===== config.mk =====
export PLATFORM = sky130hd
export DESIGN_NAME = flame_cfg_ctrl
export DESIGN_NICKNAME = d
export VERILOG_FILES = /design/src/include/flame_cfg_pkg.sv /design/src/flame_relay_timer.sv /design/src/flame_cfg_ctrl.sv
export VERILOG_INCLUDE_DIRS = /design/src /design/src/include
export SDC_FILE = /design/constraint.sdc
export NUM_CORES = 2
export LEC_CHECK = 0
export BUFFER_PORTS_ARGS = -buffer_cell sky130_fd_sc_hd__buf_4
export CORE_ASPECT_RATIO = 1.1
export CORE_MARGIN = 1.5
export CORE_UTILIZATION = 30
export DETAILED_ROUTE_END_ITERATION = 7
export HOLD_SLACK_MARGIN = 0.05
export PLACE_DENSITY_LB_ADDON = 0.1
export SETUP_SLACK_MARGIN = 0.1
export SYNTH_ARGS = -nofsm -noshare
export SYNTH_HDL_FRONTEND = slang
export SYNTH_SLANG_ARGS = --single-unit

===== constraint.sdc =====
create_clock -name clk -period 18.7 [get_ports clk]
set_input_delay 0.935 -clock clk [delete_from_list [all_inputs] [get_ports clk]]
set_output_delay 0.935 -clock clk [all_outputs]
set_load 0.1 [all_outputs]

===== src/include/flame_cfg_regs.svh =====
// Register offsets, field codes, defaults and timing of the flame configuration block
`ifndef FLAME_CFG_REGS_SVH
`define FLAME_CFG_REGS_SVH
`define A_PENDING 8'h00
`define A_TARGET 8'h04
`define A_STORE 8'h08
`define A_LOCK 8'h0C
`define A_ALTSEL 8'h10
`define A_STATUS 8'h14
`define A_SERIAL 8'h18
`define A_READBACK 8'h1C
`define F_HEAD 4'h0
`define F_MODE 4'h1
`define F_RESP_TIME 4'h2
`define F_DELAY 4'h3
`define F_GAIN 4'h4
`define F_ALARM 4'h5
`define F_ON 4'h6
`define F_OFF 4'h7
`define F_ADDR 4'h8
`define F_BAUD 4'h9
`define F_PARITY 4'hA
`define F_RANGE 4'hB
`define F_CHDEF 4'hC
`define F_GLDEF 4'hD
`define F_PWR 4'hE
`define DEF_MODE 2'h0
`define DEF_RESP_TIME 2'h3
`define DEF_DELAY 8'h01
`define DEF_GAIN 7'h0A
`define DEF_ALARM 16'h0000
`define DEF_ON 16'h0320
`define DEF_OFF 16'h0258
`define DEF_ADDR 8'h00
`define DEF_BAUD 2'h0
`define DEF_PARITY 2'h0
`define DEF_RANGE 1'h1
`define GAIN_MAX 16'h0064
`define RESP_TIME_MAX 16'h0003
`define TEMP_HOT_C 8'h46
`define CLK_HZ 32'h02FA_F080
`define HOLD_S 32'h0000_0002
`define PWR_OFF_MS 32'h0000_01F4
`define MS_PER_S 32'h0000_03E8
`endif


===== src/include/flame_cfg_pkg.sv =====
// Types shared by the flame configuration block
`default_nettype none
package flame_cfg_pkg;
   typedef struct packed {
      logic [1:0] head;
      logic [1:0] mode;
      logic [1:0] flame_failure_response_time;
      logic [7:0] delay_on;
      logic [6:0] gain;
      logic [15:0] alarm_sp;
      logic [15:0] on_sp;
      logic [15:0] off_sp;
   } chan_cfg_t;
   typedef struct packed {
      logic alt;
      logic [1:0] ch;
      logic [3:0] field;
   } target_t;
   typedef struct packed {
      logic [7:0] addr;
      logic [1:0] baud;
      logic [1:0] parity;
      logic range_4_20;
   } serial_cfg_t;
   typedef enum logic [0:0] {CMD_IDLE, CMD_ARMED} cmd_state_t;
endpackage
`default_nettype wire


===== src/flame_relay_timer.sv =====
// Consecutive-second on/off timing of one flame relay
`timescale 1ns/100ps
`default_nettype none
module flame_relay_timer (
   input wire logic clk,         // System clock
   input wire logic rst_b,       // Async reset, active low
   input wire logic tick,        // One-second time base pulse
   input wire logic [15:0] count, // Flame count
   input wire logic [15:0] on_sp, // Flame on set point
   input wire logic [15:0] off_sp, // Flame off set point
   input wire logic [7:0] delay_on, // Relay-on delay, seconds
   input wire logic [1:0] flame_failure_response_time, // Failure response time, seconds
   output logic relay_r          // Flame relay energized
);
   logic [7:0] on_cnt_r, on_cnt_nxt;
   logic [1:0] off_cnt_r, off_cnt_nxt;
   logic relay_nxt;
   wire logic above = count > on_sp;
   wire logic below = count < off_sp;
   wire logic [7:0] on_inc = on_cnt_r + 8'h01;
   wire logic [1:0] off_inc = off_cnt_r + 2'h1;

   always_comb begin
      on_cnt_nxt = on_cnt_r;
      off_cnt_nxt = off_cnt_r;
      relay_nxt = relay_r;
      if (tick) begin
         if (!relay_r) begin
            off_cnt_nxt = 2'h0;
            if (!above) begin
               on_cnt_nxt = 8'h00;
            end else if (on_inc >= delay_on) begin
               relay_nxt = 1'b1;
               on_cnt_nxt = 8'h00;
            end else begin
               on_cnt_nxt = on_inc;
            end
         end else begin
            on_cnt_nxt = 8'h00;
            if (!below) begin
               off_cnt_nxt = 2'h0;
            end else if (off_inc >= flame_failure_response_time) begin
               relay_nxt = 1'b0;
               off_cnt_nxt = 2'h0;
            end else begin
               off_cnt_nxt = off_inc;
            end
         end
      end
   end

   always_ff @(posedge clk or negedge rst_b) begin
      if (!rst_b) begin
         on_cnt_r <= 8'h00;
         off_cnt_r <= 2'h0;
         relay_r <= 1'b0;
      end else begin
         on_cnt_r <= on_cnt_nxt;
         off_cnt_r <= off_cnt_nxt;
         relay_r <= relay_nxt;
      end
   end

   property p_on_cause;
      @(posedge clk) disable iff (!rst_b) $rose(relay_r) |-> $past(tick) && $past(above);
   endproperty
   a_on_cause: assert property (p_on_cause) else $error("relay rose without tick above on");
   property p_off_cause;
      @(posedge clk) disable iff (!rst_b) $fell(relay_r) |-> $past(tick) && $past(below);
   endproperty
   a_off_cause: assert property (p_off_cause) else $error("relay fell without tick below off");
   property p_off_len;
      @(posedge clk) disable iff (!rst_b)
         $fell(relay_r) |-> $past(off_inc) >= $past(flame_failure_response_time);
   endproperty
   a_off_len: assert property (p_off_len) else $error("relay fell before response time");
   property p_restart;
      @(posedge clk) disable iff (!rst_b) tick && !relay_r && !above |=> on_cnt_r == 8'h00;
   endproperty
   a_restart: assert property (p_restart) else $error("on counter not restarted");
endmodule
`default_nettype wire


===== src/flame_cfg_ctrl.sv =====
// Configuration store, command sequencing and relay decisions of the three-channel flame monitor
`timescale 1ns/100ps
`default_nettype none
`include "flame_cfg_regs.svh"
module flame_cfg_ctrl
   import flame_cfg_pkg::*;
#(
   parameter logic [26:0] HOLD_CYCLES = 27'(`HOLD_S * `CLK_HZ),
   parameter logic [24:0] PWR_OFF_CYCLES = 25'(`CLK_HZ / `MS_PER_S * `PWR_OFF_MS),
   parameter logic [15:0] LOCK_KEY = 16'h5A5A // Arbitrary value
) (
   input wire logic clk,                    // System clock, 50 MHz
   input wire logic rst_b,                  // Async reset, active low
   input wire logic [7:0] addr,             // Register byte address
   input wire logic [31:0] wdata,           // Register write data
   input wire logic wr,                     // Write strobe
   input wire logic rd,                     // Read strobe
   output logic [31:0] rdata_r,             // Read data, cycle after rd
   input wire logic tick_1s,                // One-second time base pulse
   input wire logic [4:0] button,           // Menu buttons, high while pressed
   input wire logic [2:0][15:0] flame_count, // Flame count per channel
   input wire logic [1:0][7:0] head_temp,   // Temperature of heads 1 and 2, deg C
   input wire logic [1:0] head_has_temp,    // Head 1/2 has a temperature sensor
   input wire logic [2:0] alt_select,       // Alternate select terminals
   input wire logic frame_valid,            // Serial frame address valid
   input wire logic [7:0] frame_addr,       // Serial frame destination
   output logic [2:0] flame_relay,          // Flame relays
   output logic [2:0] alarm_relay_r,        // Alarm relays
   output logic [2:0] active_alt_r,         // Alternate set drives the channel
   output logic [2:0][15:0] analog_r,       // Analog output level per channel
   output var flame_cfg_pkg::serial_cfg_t ser_r, // Stored serial and range settings
   output logic [4:0] menu_open_r,          // Menu open pulse per button
   output logic [7:0] temp_show_r,          // Temperature of the viewed head
   output logic answer_r,                   // Frame addressed to this node
   output logic head_power_off_r,           // Head supply cut
   output logic proc_restart_r              // Processor restart pulse
);
   import flame_cfg_pkg::*;

   logic [31:0] pend_r;
   target_t tgt_r;
   chan_cfg_t cfg_r [2][3];
   chan_cfg_t cfg_sel, cfg_wr;
   logic lock_r, in_use_r, refused_r, conflict, val_ok;
   logic [2:0] ser_alt_r;
   cmd_state_t cmd_st_r;
   logic [3:0] arm_field_r;
   logic [24:0] pwr_cnt_r;
   logic [15:0] rb;
   logic [31:0] rd_mux;
   wire chan_cfg_t act_cfg [3];
   wire logic [2:0] alarm_nxt, act_nxt;
   wire logic [2:0][15:0] analog_nxt;
   wire logic [4:0] menu_nxt;

   wire logic [15:0] pv = pend_r[15:0];
   wire logic [1:0] ch_i = (tgt_r.ch == 2'h3) ? 2'h2 : tgt_r.ch;
   wire logic store_wr = wr && addr == `A_STORE;
   wire logic is_cmd = tgt_r.field >= `F_CHDEF;
   wire logic store_ok = store_wr && !lock_r && !is_cmd && val_ok;
   wire logic exec = store_wr && !lock_r && cmd_st_r == CMD_ARMED
                     && tgt_r.field == arm_field_r;
   wire logic do_chdef = exec && tgt_r.field == `F_CHDEF;
   wire logic do_gldef = exec && tgt_r.field == `F_GLDEF;
   wire logic do_pwr = exec && tgt_r.field == `F_PWR;
   wire logic head_refused = store_wr && !lock_r && tgt_r.field == `F_HEAD && conflict;

   function automatic chan_cfg_t def_cfg(input logic [1:0] c);
      chan_cfg_t d;
      d.head = c + 2'h1;
      d.mode = `DEF_MODE;
      d.flame_failure_response_time = `DEF_RESP_TIME;
      d.delay_on = `DEF_DELAY;
      d.gain = `DEF_GAIN;
      d.alarm_sp = `DEF_ALARM;
      d.on_sp = `DEF_ON;
      d.off_sp = `DEF_OFF;
      return d;
   endfunction

   assign cfg_sel = cfg_r[tgt_r.alt][ch_i];

   // Same sensor may serve both sets of one channel, or several channels of one set
   always_comb begin
      conflict = 1'b0;
      for (int s = 0; s < 2; s++) begin
         for (int c = 0; c < 3; c++) begin
            if (pv[1:0] != 2'h0 && cfg_r[s][c].head == pv[1:0] && 2'(c) != ch_i
                && 1'(s) != tgt_r.alt) begin
               conflict = 1'b1;
            end
         end
      end
   end

   always_comb begin
      case (tgt_r.field)
         `F_HEAD: val_ok = pv <= 16'h0003 && !conflict && tgt_r.ch != 2'h3;
         `F_MODE: val_ok = pv <= 16'h0002 && tgt_r.ch != 2'h3;
         `F_RESP_TIME: val_ok = pv != 16'h0000 && pv <= `RESP_TIME_MAX && tgt_r.ch != 2'h3;
         `F_DELAY: val_ok = pv <= 16'h00FF && tgt_r.ch != 2'h3;
         `F_GAIN: val_ok = pv <= `GAIN_MAX && tgt_r.ch != 2'h3;
         `F_ALARM, `F_ON, `F_OFF: val_ok = tgt_r.ch != 2'h3;
         `F_ADDR: val_ok = pv <= 16'h00FF;
         `F_BAUD: val_ok = pv <= 16'h0003;
         `F_PARITY: val_ok = pv <= 16'h0002;
         `F_RANGE: val_ok = pv <= 16'h0001;
         default: val_ok = 1'b0;
      endcase
   end

   always_comb begin
      cfg_wr = cfg_sel;
      rb = 16'h0000;
      case (tgt_r.field)
         `F_HEAD: begin
            cfg_wr.head = pv[1:0];
            rb = {14'h0000, cfg_sel.head};
         end
         `F_MODE: begin
            cfg_wr.mode = pv[1:0];
            rb = {14'h0000, cfg_sel.mode};
         end
         `F_RESP_TIME: begin
            cfg_wr.flame_failure_response_time = pv[1:0];
            rb = {14'h0000, cfg_sel.flame_failure_response_time};
         end
         `F_DELAY: begin
            cfg_wr.delay_on = pv[7:0];
            rb = {8'h00, cfg_sel.delay_on};
         end
         `F_GAIN: begin
            cfg_wr.gain = pv[6:0];
            rb = {9'h000, cfg_sel.gain};
         end
         `F_ALARM: begin
            cfg_wr.alarm_sp = pv;
            rb = cfg_sel.alarm_sp;
         end
         `F_ON: begin
            cfg_wr.on_sp = pv;
            rb = cfg_sel.on_sp;
         end
         `F_OFF: begin
            cfg_wr.off_sp = pv;
            rb = cfg_sel.off_sp;
         end
         `F_ADDR: rb = {8'h00, ser_r.addr};
         `F_BAUD: rb = {14'h0000, ser_r.baud};
         `F_PARITY: rb = {14'h0000, ser_r.parity};
         `F_RANGE: rb = {15'h0000, ser_r.range_4_20};
         default: rb = 16'h0000;
      endcase
   end

   always_ff @(posedge clk or negedge rst_b) begin
      if (!rst_b) begin
         for (int s = 0; s < 2; s++) begin
            for (int c = 0; c < 3; c++) begin
               cfg_r[s][c] <= def_cfg(2'(c));
            end
         end
      end else if (do_gldef) begin
         for (int s = 0; s < 2; s++) begin
            for (int c = 0; c < 3; c++) begin
               cfg_r[s][c] <= def_cfg(2'(c));
            end
         end
      end else if (do_chdef) begin
         cfg_r[tgt_r.alt][ch_i] <= def_cfg(ch_i);
         cfg_r[tgt_r.alt][ch_i].head <= cfg_sel.head;
      end else if (store_ok && tgt_r.field <= `F_OFF) begin
         cfg_r[tgt_r.alt][ch_i] <= cfg_wr;
      end
   end

   always_ff @(posedge clk or negedge rst_b) begin
      if (!rst_b) begin
         ser_r <= '{`DEF_ADDR, `DEF_BAUD, `DEF_PARITY, `DEF_RANGE};
      end else if (do_gldef) begin
         ser_r <= '{`DEF_ADDR, `DEF_BAUD, `DEF_PARITY, `DEF_RANGE};
      end else if (store_ok) begin
         case (tgt_r.field)
            `F_ADDR: ser_r.addr <= pv[7:0];
            `F_BAUD: ser_r.baud <= pv[1:0];
            `F_PARITY: ser_r.parity <= pv[1:0];
            `F_RANGE: ser_r.range_4_20 <= pv[0];
            default: ser_r <= ser_r;
         endcase
      end
   end

   always_ff @(posedge clk or negedge rst_b) begin
      if (!rst_b) begin
         cmd_st_r <= CMD_IDLE;
         arm_field_r <= 4'h0;
      end else if (store_wr) begin
         case (cmd_st_r)
            CMD_IDLE: begin
               if (is_cmd && !lock_r && pv == 16'h0001) begin
                  cmd_st_r <= CMD_ARMED;
                  arm_field_r <= tgt_r.field;
               end
            end
            default: cmd_st_r <= CMD_IDLE;
         endcase
      end
   end

   // Pending value and view target are free even when locked; only stores are barred
   always_ff @(posedge clk or negedge rst_b) begin
      if (!rst_b) begin
         pend_r <= 32'h0000_0000;
         tgt_r <= '0;
         lock_r <= 1'b0;
         ser_alt_r <= 3'h0;
      end else begin
         if (wr && addr == `A_PENDING) pend_r <= wdata;
         if (wr && addr == `A_TARGET) tgt_r <= target_t'(wdata[6:0]);
         if (wr && addr == `A_LOCK && wdata[15:0] == LOCK_KEY) lock_r <= !lock_r;
         if (do_gldef) begin
            ser_alt_r <= 3'h0;
         end else if (wr && addr == `A_ALTSEL) begin
            ser_alt_r <= wdata[2:0];
         end
      end
   end

   // Warning stands until a head store succeeds once the other user is moved
   always_ff @(posedge clk or negedge rst_b) begin
      if (!rst_b) begin
         in_use_r <= 1'b0;
         refused_r <= 1'b0;
      end else if (store_wr) begin
         if (head_refused) in_use_r <= 1'b1;
         else if (store_ok && tgt_r.field == `F_HEAD) in_use_r <= 1'b0;
         refused_r <= !(store_ok || exec || cmd_st_r == CMD_IDLE && is_cmd && !lock_r);
      end
   end

   genvar i;
   generate
      for (i = 0; i < 3; i++) begin : gen_ch
         wire logic alt_w = alt_select[i] | ser_alt_r[i];
         wire logic adj = tgt_r.field == `F_GAIN && tgt_r.ch == 2'(i) && tgt_r.alt == alt_w;
         wire logic [6:0] g = adj ? pend_r[6:0] : act_cfg[i].gain;
         wire logic [22:0] prod = 23'(flame_count[i]) * 23'(g);
         wire logic both_zero = cfg_r[0][i].alarm_sp == 16'h0000
                                && cfg_r[1][i].alarm_sp == 16'h0000;
         logic hot;
         if (i < 2) begin : gen_hot
            assign hot = head_has_temp[i] && head_temp[i] >= `TEMP_HOT_C;
         end else begin : gen_cold
            assign hot = 1'b0;
         end
         assign act_cfg[i] = alt_w ? cfg_r[1][i] : cfg_r[0][i];
         assign act_nxt[i] = alt_w;
         assign analog_nxt[i] = (|prod[22:16]) ? 16'hFFFF : prod[15:0];
         assign alarm_nxt[i] = (act_cfg[i].alarm_sp != 16'h0000)
                               ? flame_count[i] >= act_cfg[i].alarm_sp
                               : both_zero && hot;
         flame_relay_timer u_timer (
            .clk(clk),
            .rst_b(rst_b),
            .tick(tick_1s),
            .count(flame_count[i]),
            .on_sp(act_cfg[i].on_sp),
            .off_sp(act_cfg[i].off_sp),
            .delay_on(act_cfg[i].delay_on),
            .flame_failure_response_time(act_cfg[i].flame_failure_response_time),
            .relay_r(flame_relay[i])
         );
      end
      for (i = 0; i < 5; i++) begin : gen_btn
         logic [26:0] cnt_r;
         always_ff @(posedge clk or negedge rst_b) begin
            if (!rst_b) cnt_r <= 27'h000_0000;
            else if (!button[i]) cnt_r <= 27'h000_0000;
            else if (cnt_r != HOLD_CYCLES) cnt_r <= cnt_r + 27'h000_0001;
         end
         assign menu_nxt[i] = button[i] && cnt_r == HOLD_CYCLES - 27'h000_0001;
      end
   endgenerate

   always_comb begin
      if (addr == `A_PENDING) rd_mux = pend_r;
      else if (addr == `A_TARGET) rd_mux = {25'h000_0000, tgt_r};
      else if (addr == `A_ALTSEL) rd_mux = {29'h0000_0000, ser_alt_r};
      else if (addr == `A_STATUS) rd_mux = {18'h0_0000, head_power_off_r, active_alt_r,
         alarm_relay_r, flame_relay, refused_r, in_use_r, cmd_st_r == CMD_ARMED, lock_r};
      else if (addr == `A_SERIAL) rd_mux = {19'h0_0000, ser_r};
      else if (addr == `A_READBACK) rd_mux = {16'h0000, rb};
      else rd_mux = 32'h0000_0000;
   end

   always_ff @(posedge clk or negedge rst_b) begin
      if (!rst_b) begin
         pwr_cnt_r <= 25'h000_0000;
      end else if (do_pwr) begin
         pwr_cnt_r <= PWR_OFF_CYCLES;
      end else if (pwr_cnt_r != 25'h000_0000) begin
         pwr_cnt_r <= pwr_cnt_r - 25'h000_0001;
      end
   end

   always_ff @(posedge clk or negedge rst_b) begin
      if (!rst_b) begin
         rdata_r <= 32'h0000_0000;
         alarm_relay_r <= 3'h0;
         active_alt_r <= 3'h0;
         analog_r <= '0;
         menu_open_r <= 5'h00;
         temp_show_r <= 8'h00;
         answer_r <= 1'b0;
         head_power_off_r <= 1'b0;
         proc_restart_r <= 1'b0;
      end else begin
         rdata_r <= rd ? rd_mux : 32'h0000_0000;
         alarm_relay_r <= alarm_nxt;
         active_alt_r <= act_nxt;
         analog_r <= analog_nxt;
         menu_open_r <= menu_nxt;
         temp_show_r <= (!tgt_r.ch[1] && head_has_temp[tgt_r.ch[0]])
                        ? head_temp[tgt_r.ch[0]] : 8'h00;
         answer_r <= frame_valid && frame_addr == ser_r.addr && frame_addr != 8'h00;
         head_power_off_r <= do_pwr || pwr_cnt_r > 25'h000_0001;
         proc_restart_r <= pwr_cnt_r == 25'h000_0001;
      end
   end

   property p_hold;
      @(posedge clk) disable iff (!rst_b)
         menu_open_r[0] |-> $past(button[0]) && $past(button[0], 2);
   endproperty
   a_hold: assert property (p_hold) else $error("menu opened without held button");
   property p_alarm_zero;
      @(posedge clk) disable iff (!rst_b) act_cfg[2].alarm_sp == 16'h0000 |=> !alarm_relay_r[2];
   endproperty
   a_alarm_zero: assert property (p_alarm_zero) else $error("alarm on with zero set point");
   property p_hot;
      @(posedge clk) disable iff (!rst_b)
         gen_ch[0].both_zero && head_has_temp[0] && head_temp[0] >= `TEMP_HOT_C
         |=> alarm_relay_r[0];
   endproperty
   a_hot: assert property (p_hot) else $error("hot head alarm missing");
   property p_no_bcast;
      @(posedge clk) disable iff (!rst_b) answer_r |-> $past(frame_addr) != 8'h00;
   endproperty
   a_no_bcast: assert property (p_no_bcast) else $error("answered broadcast address");
   property p_lock;
      @(posedge clk) disable iff (!rst_b)
         lock_r && store_wr |=> $stable(ser_r) && !head_power_off_r && cmd_st_r == CMD_IDLE;
   endproperty
   a_lock: assert property (p_lock) else $error("change taken while locked");
   property p_confirm;
      @(posedge clk) disable iff (!rst_b)
         $rose(head_power_off_r) |-> $past(cmd_st_r) == CMD_ARMED && $past(store_wr);
   endproperty
   a_confirm: assert property (p_confirm) else $error("power reset without confirm");
   property p_pwr;
      @(posedge clk) disable iff (!rst_b) do_pwr |=> head_power_off_r ##1 head_power_off_r;
   endproperty
   a_pwr: assert property (p_pwr) else $error("power cut missing");
   property p_gain;
      @(posedge clk) disable iff (!rst_b) cfg_r[0][0].gain <= 7'h64 && cfg_r[1][0].gain <= 7'h64;
   endproperty
   a_gain: assert property (p_gain) else $error("gain above range");
   property p_pending;
      @(posedge clk) disable iff (!rst_b) !store_wr |=> $stable(ser_r);
   endproperty
   a_pending: assert property (p_pending) else $error("setting changed without store");
   property p_active;
      @(posedge clk) disable iff (!rst_b) active_alt_r == $past(alt_select | ser_alt_r);
   endproperty
   a_active: assert property (p_active) else $error("active set wrong");
endmodule
`default_nettype wire


==> results.md <==
* Max VDD drop at 0.07112 mV
* #FFs+latches synth at about 770
* Psw at ~0.0012 W
* Slew headroom at 14.60%
* Starting density of the core at ~30%
* Root Driver: clkbuf_16
* Worst Tran Pin Value at 1.268 ns
* Hold Fails Final Rpt at 0
* Gate power share at 10.0%
* Area grow syn2layout at 14.59%
* Top cells by area, synth: dfrtp_1 33%, fa_1 7.8%, ha_1 7.3%, a22o_1 5.4%, and2_1 4.7%
* Final Cycle Share at 47.78%
* Clock share of power at 48.5%
* CP Data Required Time at 19.27 ns
* Clk sinks at roughly 770
* DRC violations left at 0
* Gr usage total at around 22%
* H-tree depth at 3
* Max_cap viols at 0
* Setup_tns at 0 ns
* Worst-path clk slew at 0.06 ns
* Warnings from Yosys at 0
* Total CTS buffers at 97
* Status: finished clean
* Total global routing overflow at 0
* Final #Nets at 5,860
* Max FO, Critical Path at 30
* Later-pin clock latency in the skew report at 0.79 ns
* Storage element area at 0.01943 mm²
* Cells resized by post-CTS repair at 0
* First drt pass iteration count at 5
* Syn nets at 5,682
* Hold-fix buffer count after cts at 0
* CTS Buffer Depth at 3
* RSZ-0062 raised after global routing: false
* Share of cells above drive strength 1 at between 15 and 20%
* Multi-input logic area at 0.03142 mm²
* First-pass GRT wire length at 294,200 µm
* DIE WIDTH at a little over 400 µm
* WL per Instance at 26.29 µm
* Fmax at 0.1119 GHz
* Post-route core utilization at 34.64%
* Placer Congestion at roughly 0.87
* Final min period at 8.935 ns
* Die H at 443.5 µm
* Largest net degree at the start of global routing at 150
* Core outline area at 0.1751 mm²
* Detail Placement HPWL at roughly 140,000 µm
* Worst EP arrival at 9.51 ns
* HP Class: in2async
* Detailed Route WL at ~200,000 µm
* Vias after detailed routing at a little over 40,000
* Most frequent cells in the layout: 689 x dfrtp_1, 395 x and2_1, 332 x buf_4
* CP endpoint kind: flop
* Setup violators final at 0
* Max-slew violations at 0
* Post-CTS Setup Bufs at 0
* Seq/Total Area, Yosys at between 30% and 40%
* Antenna violations before repair at 6
* Port bufs at between 200 and 250
* Number of global-route vias before repair at 42,100
* Synthesized area at ~0.053 mm²
* Ys flop type: dfrtp_1
* Synth cell types at 94
* Initial detailed-routing violation count at 2,847
* Share of the synthesized area in the top cell type at 32.67%
* Final antenna-violating net count at 0
* Post-synth ARST share at between 90% and 100%
* Post-synth EDFFs at 0
* Clk_skew at around 0.081 ns
* Drt via density at 5.395
* # IOs at 246
* Startpoint types: flop
* Pint at 0.002989 W
* Pwr/cell area at 68.60 mW/mm²
* Row Count at 161
* Filler cell count at about 18,000
* WS Path Type: reg2reg
* Synth area leader: dfrtp_1
* Synthesized area per cell at between 10 and 15 µm²
* Most common cell after layout, fill and taps aside: dfrtp_1
* Mapped Cells at 5,038
* Area of the die at between 0.15 and 0.2 mm²
* Leakage at 28.14 nW
* Sequential Power Share at between 40% and 50%
* Sw frac at 28.14%
* CTS tree: done
[synth_stat cells, types with 58 or more instances]
library cell	count
mux4_2	70
nand2_1	328
xnor2_1	152
mux2i_1	243
nand3_1	101
nor2_1	214
inv_1	266
a21oi_1	135
a22o_1	326
fa_1	207
xor2_1	58
dfrtp_1	691
ha_1	309
clkbuf_1	155
o21ai_0	197
nand4_1	72
o22a_1	73
a21o_1	59
nor3_1	72
dfstp_2	81
mux2_2	140
and2_1	398
[power groups by stage]
| stage | Clock, W | Sequential [W] | Combinational (W) |
|---|---|---|---|
| after floorplan | 0 | 0.00181 | 0.000163 |
| after global placement | 0 | 0.00176 | 0.000417 |
| after detailed placement | 0 | 0.00176 | 0.000418 |
| after CTS | 0.00208 | 0.00173 | 0.000419 |
| after global routing | 0.00214 | 0.00173 | 0.000443 |
| final | 0.00202 | 0.00173 | 0.000415 |
[worst paths after layout]
| path | end | cells after the start | slack (ns) | start |
|---|---|---|---|---|
| worst max register to register | analog_r[47] | 20 | 9.76 | tgt_r[6] |
| worst min register to register | arm_field_r[3] | 1 | 0.49 | arm_field_r[3] |
| worst min-delay path | menu_open_r[1] | 1 | 0.21 | rst_b |
| min in group clk | pend_r[29] | 2 | 0.41 | wdata[29] |
| max in group asynchronous | arm_field_r[3] | 4 | 15.43 | rst_b |
| worst max-delay path | analog_r[47] | 20 | 9.76 | tgt_r[6] |
[final cells by class]
cell class	instances	share of cell area, %
multi-input combinational	3739	51.81
sequential	772	32.04
tap	2282	4.708
clock buffer	145	4.580
timing repair buffer	334	4.168
inverter	272	1.692
clock inverter	37	0.9904
antenna	4	0.01651
[cell families after synthesis]
family                     Yosys count  share of synthesized area [%]
AOI/OAI and AO/OA                 1059                          14.68
xor gates and xnor gates           210                          3.476
adders and majority gates          516                          15.14
buffers and inverters              527                          4.256
DFF                                772                          36.70
muxes                              455                          10.60
and+or+nand+nor                   1499                          15.16
[metal layers]
metal	wire length [µm]	share of wire, %	track usage (%)	vias to the layer above
met1	85200	43	28.41	21200
met2	97530	49	37.30	950
met5	16	0.0080	0	-
met3	7792	3.9	2.569	283
met4	8863	4.4	9.452	2
li1	-	-	-	18490
[worst max-delay path: stages (launching register included)]
cell,delay [ns]
dfrtp_4,0.75
buf_4,0.63
xnor2_1,0.18
nor4_2,0.81
o21ai_1,0.63
and2_1,0.38
fa_1,0.54
inv_1,0.05
fa_1,0.47
inv_1,0.05
fa_1,0.50
fa_1,0.49
ha_1,0.34
inv_1,0.10
o22ai_1,0.11
nor4_1,0.42
o221ai_1,0.31
or3b_2,0.52
a2111o_1,0.43
nor3_2,0.82
nand4_1,0.17
[per-stage QoR]
step | worst slack (ns) | area [µm²] | hold WS, ns | total power (W) | cells
CTS | 9.624 | 60630 | 0.2026 | 0.004225 | 7581
floorplan | 11.31 | 52920 | 0.4501 | 0.001976 | 5038
detailed placement | 9.730 | 57250 | 0.4753 | 0.002175 | 7399
global route | 9.033 | 60640 | 0.2546 | 0.004309 | 7584
global placement | 9.870 | 57250 | 0.4710 | 0.002174 | 7399
finish | 9.765 | 60640 | 0.2119 | 0.004160 | 7585
[state kept, by name, summed over array words and instances (netlist names), 4 cells and up]
name                      cells
menu_open_r                   5
gen_btn.cnt_r               135
ser_r                        13
temp_show_r                   8
rdata_r                      32
gen_ch.u_timer.on_cnt_r      24
arm_field_r                   4
analog_r                     48
pend_r                       32
pwr_cnt_r                    25
gen_ch.u_timer.off_cnt_r      6
cfg_r                       414
tgt_r                         7
Note: power is estimated with default switching activity, not from simulation.
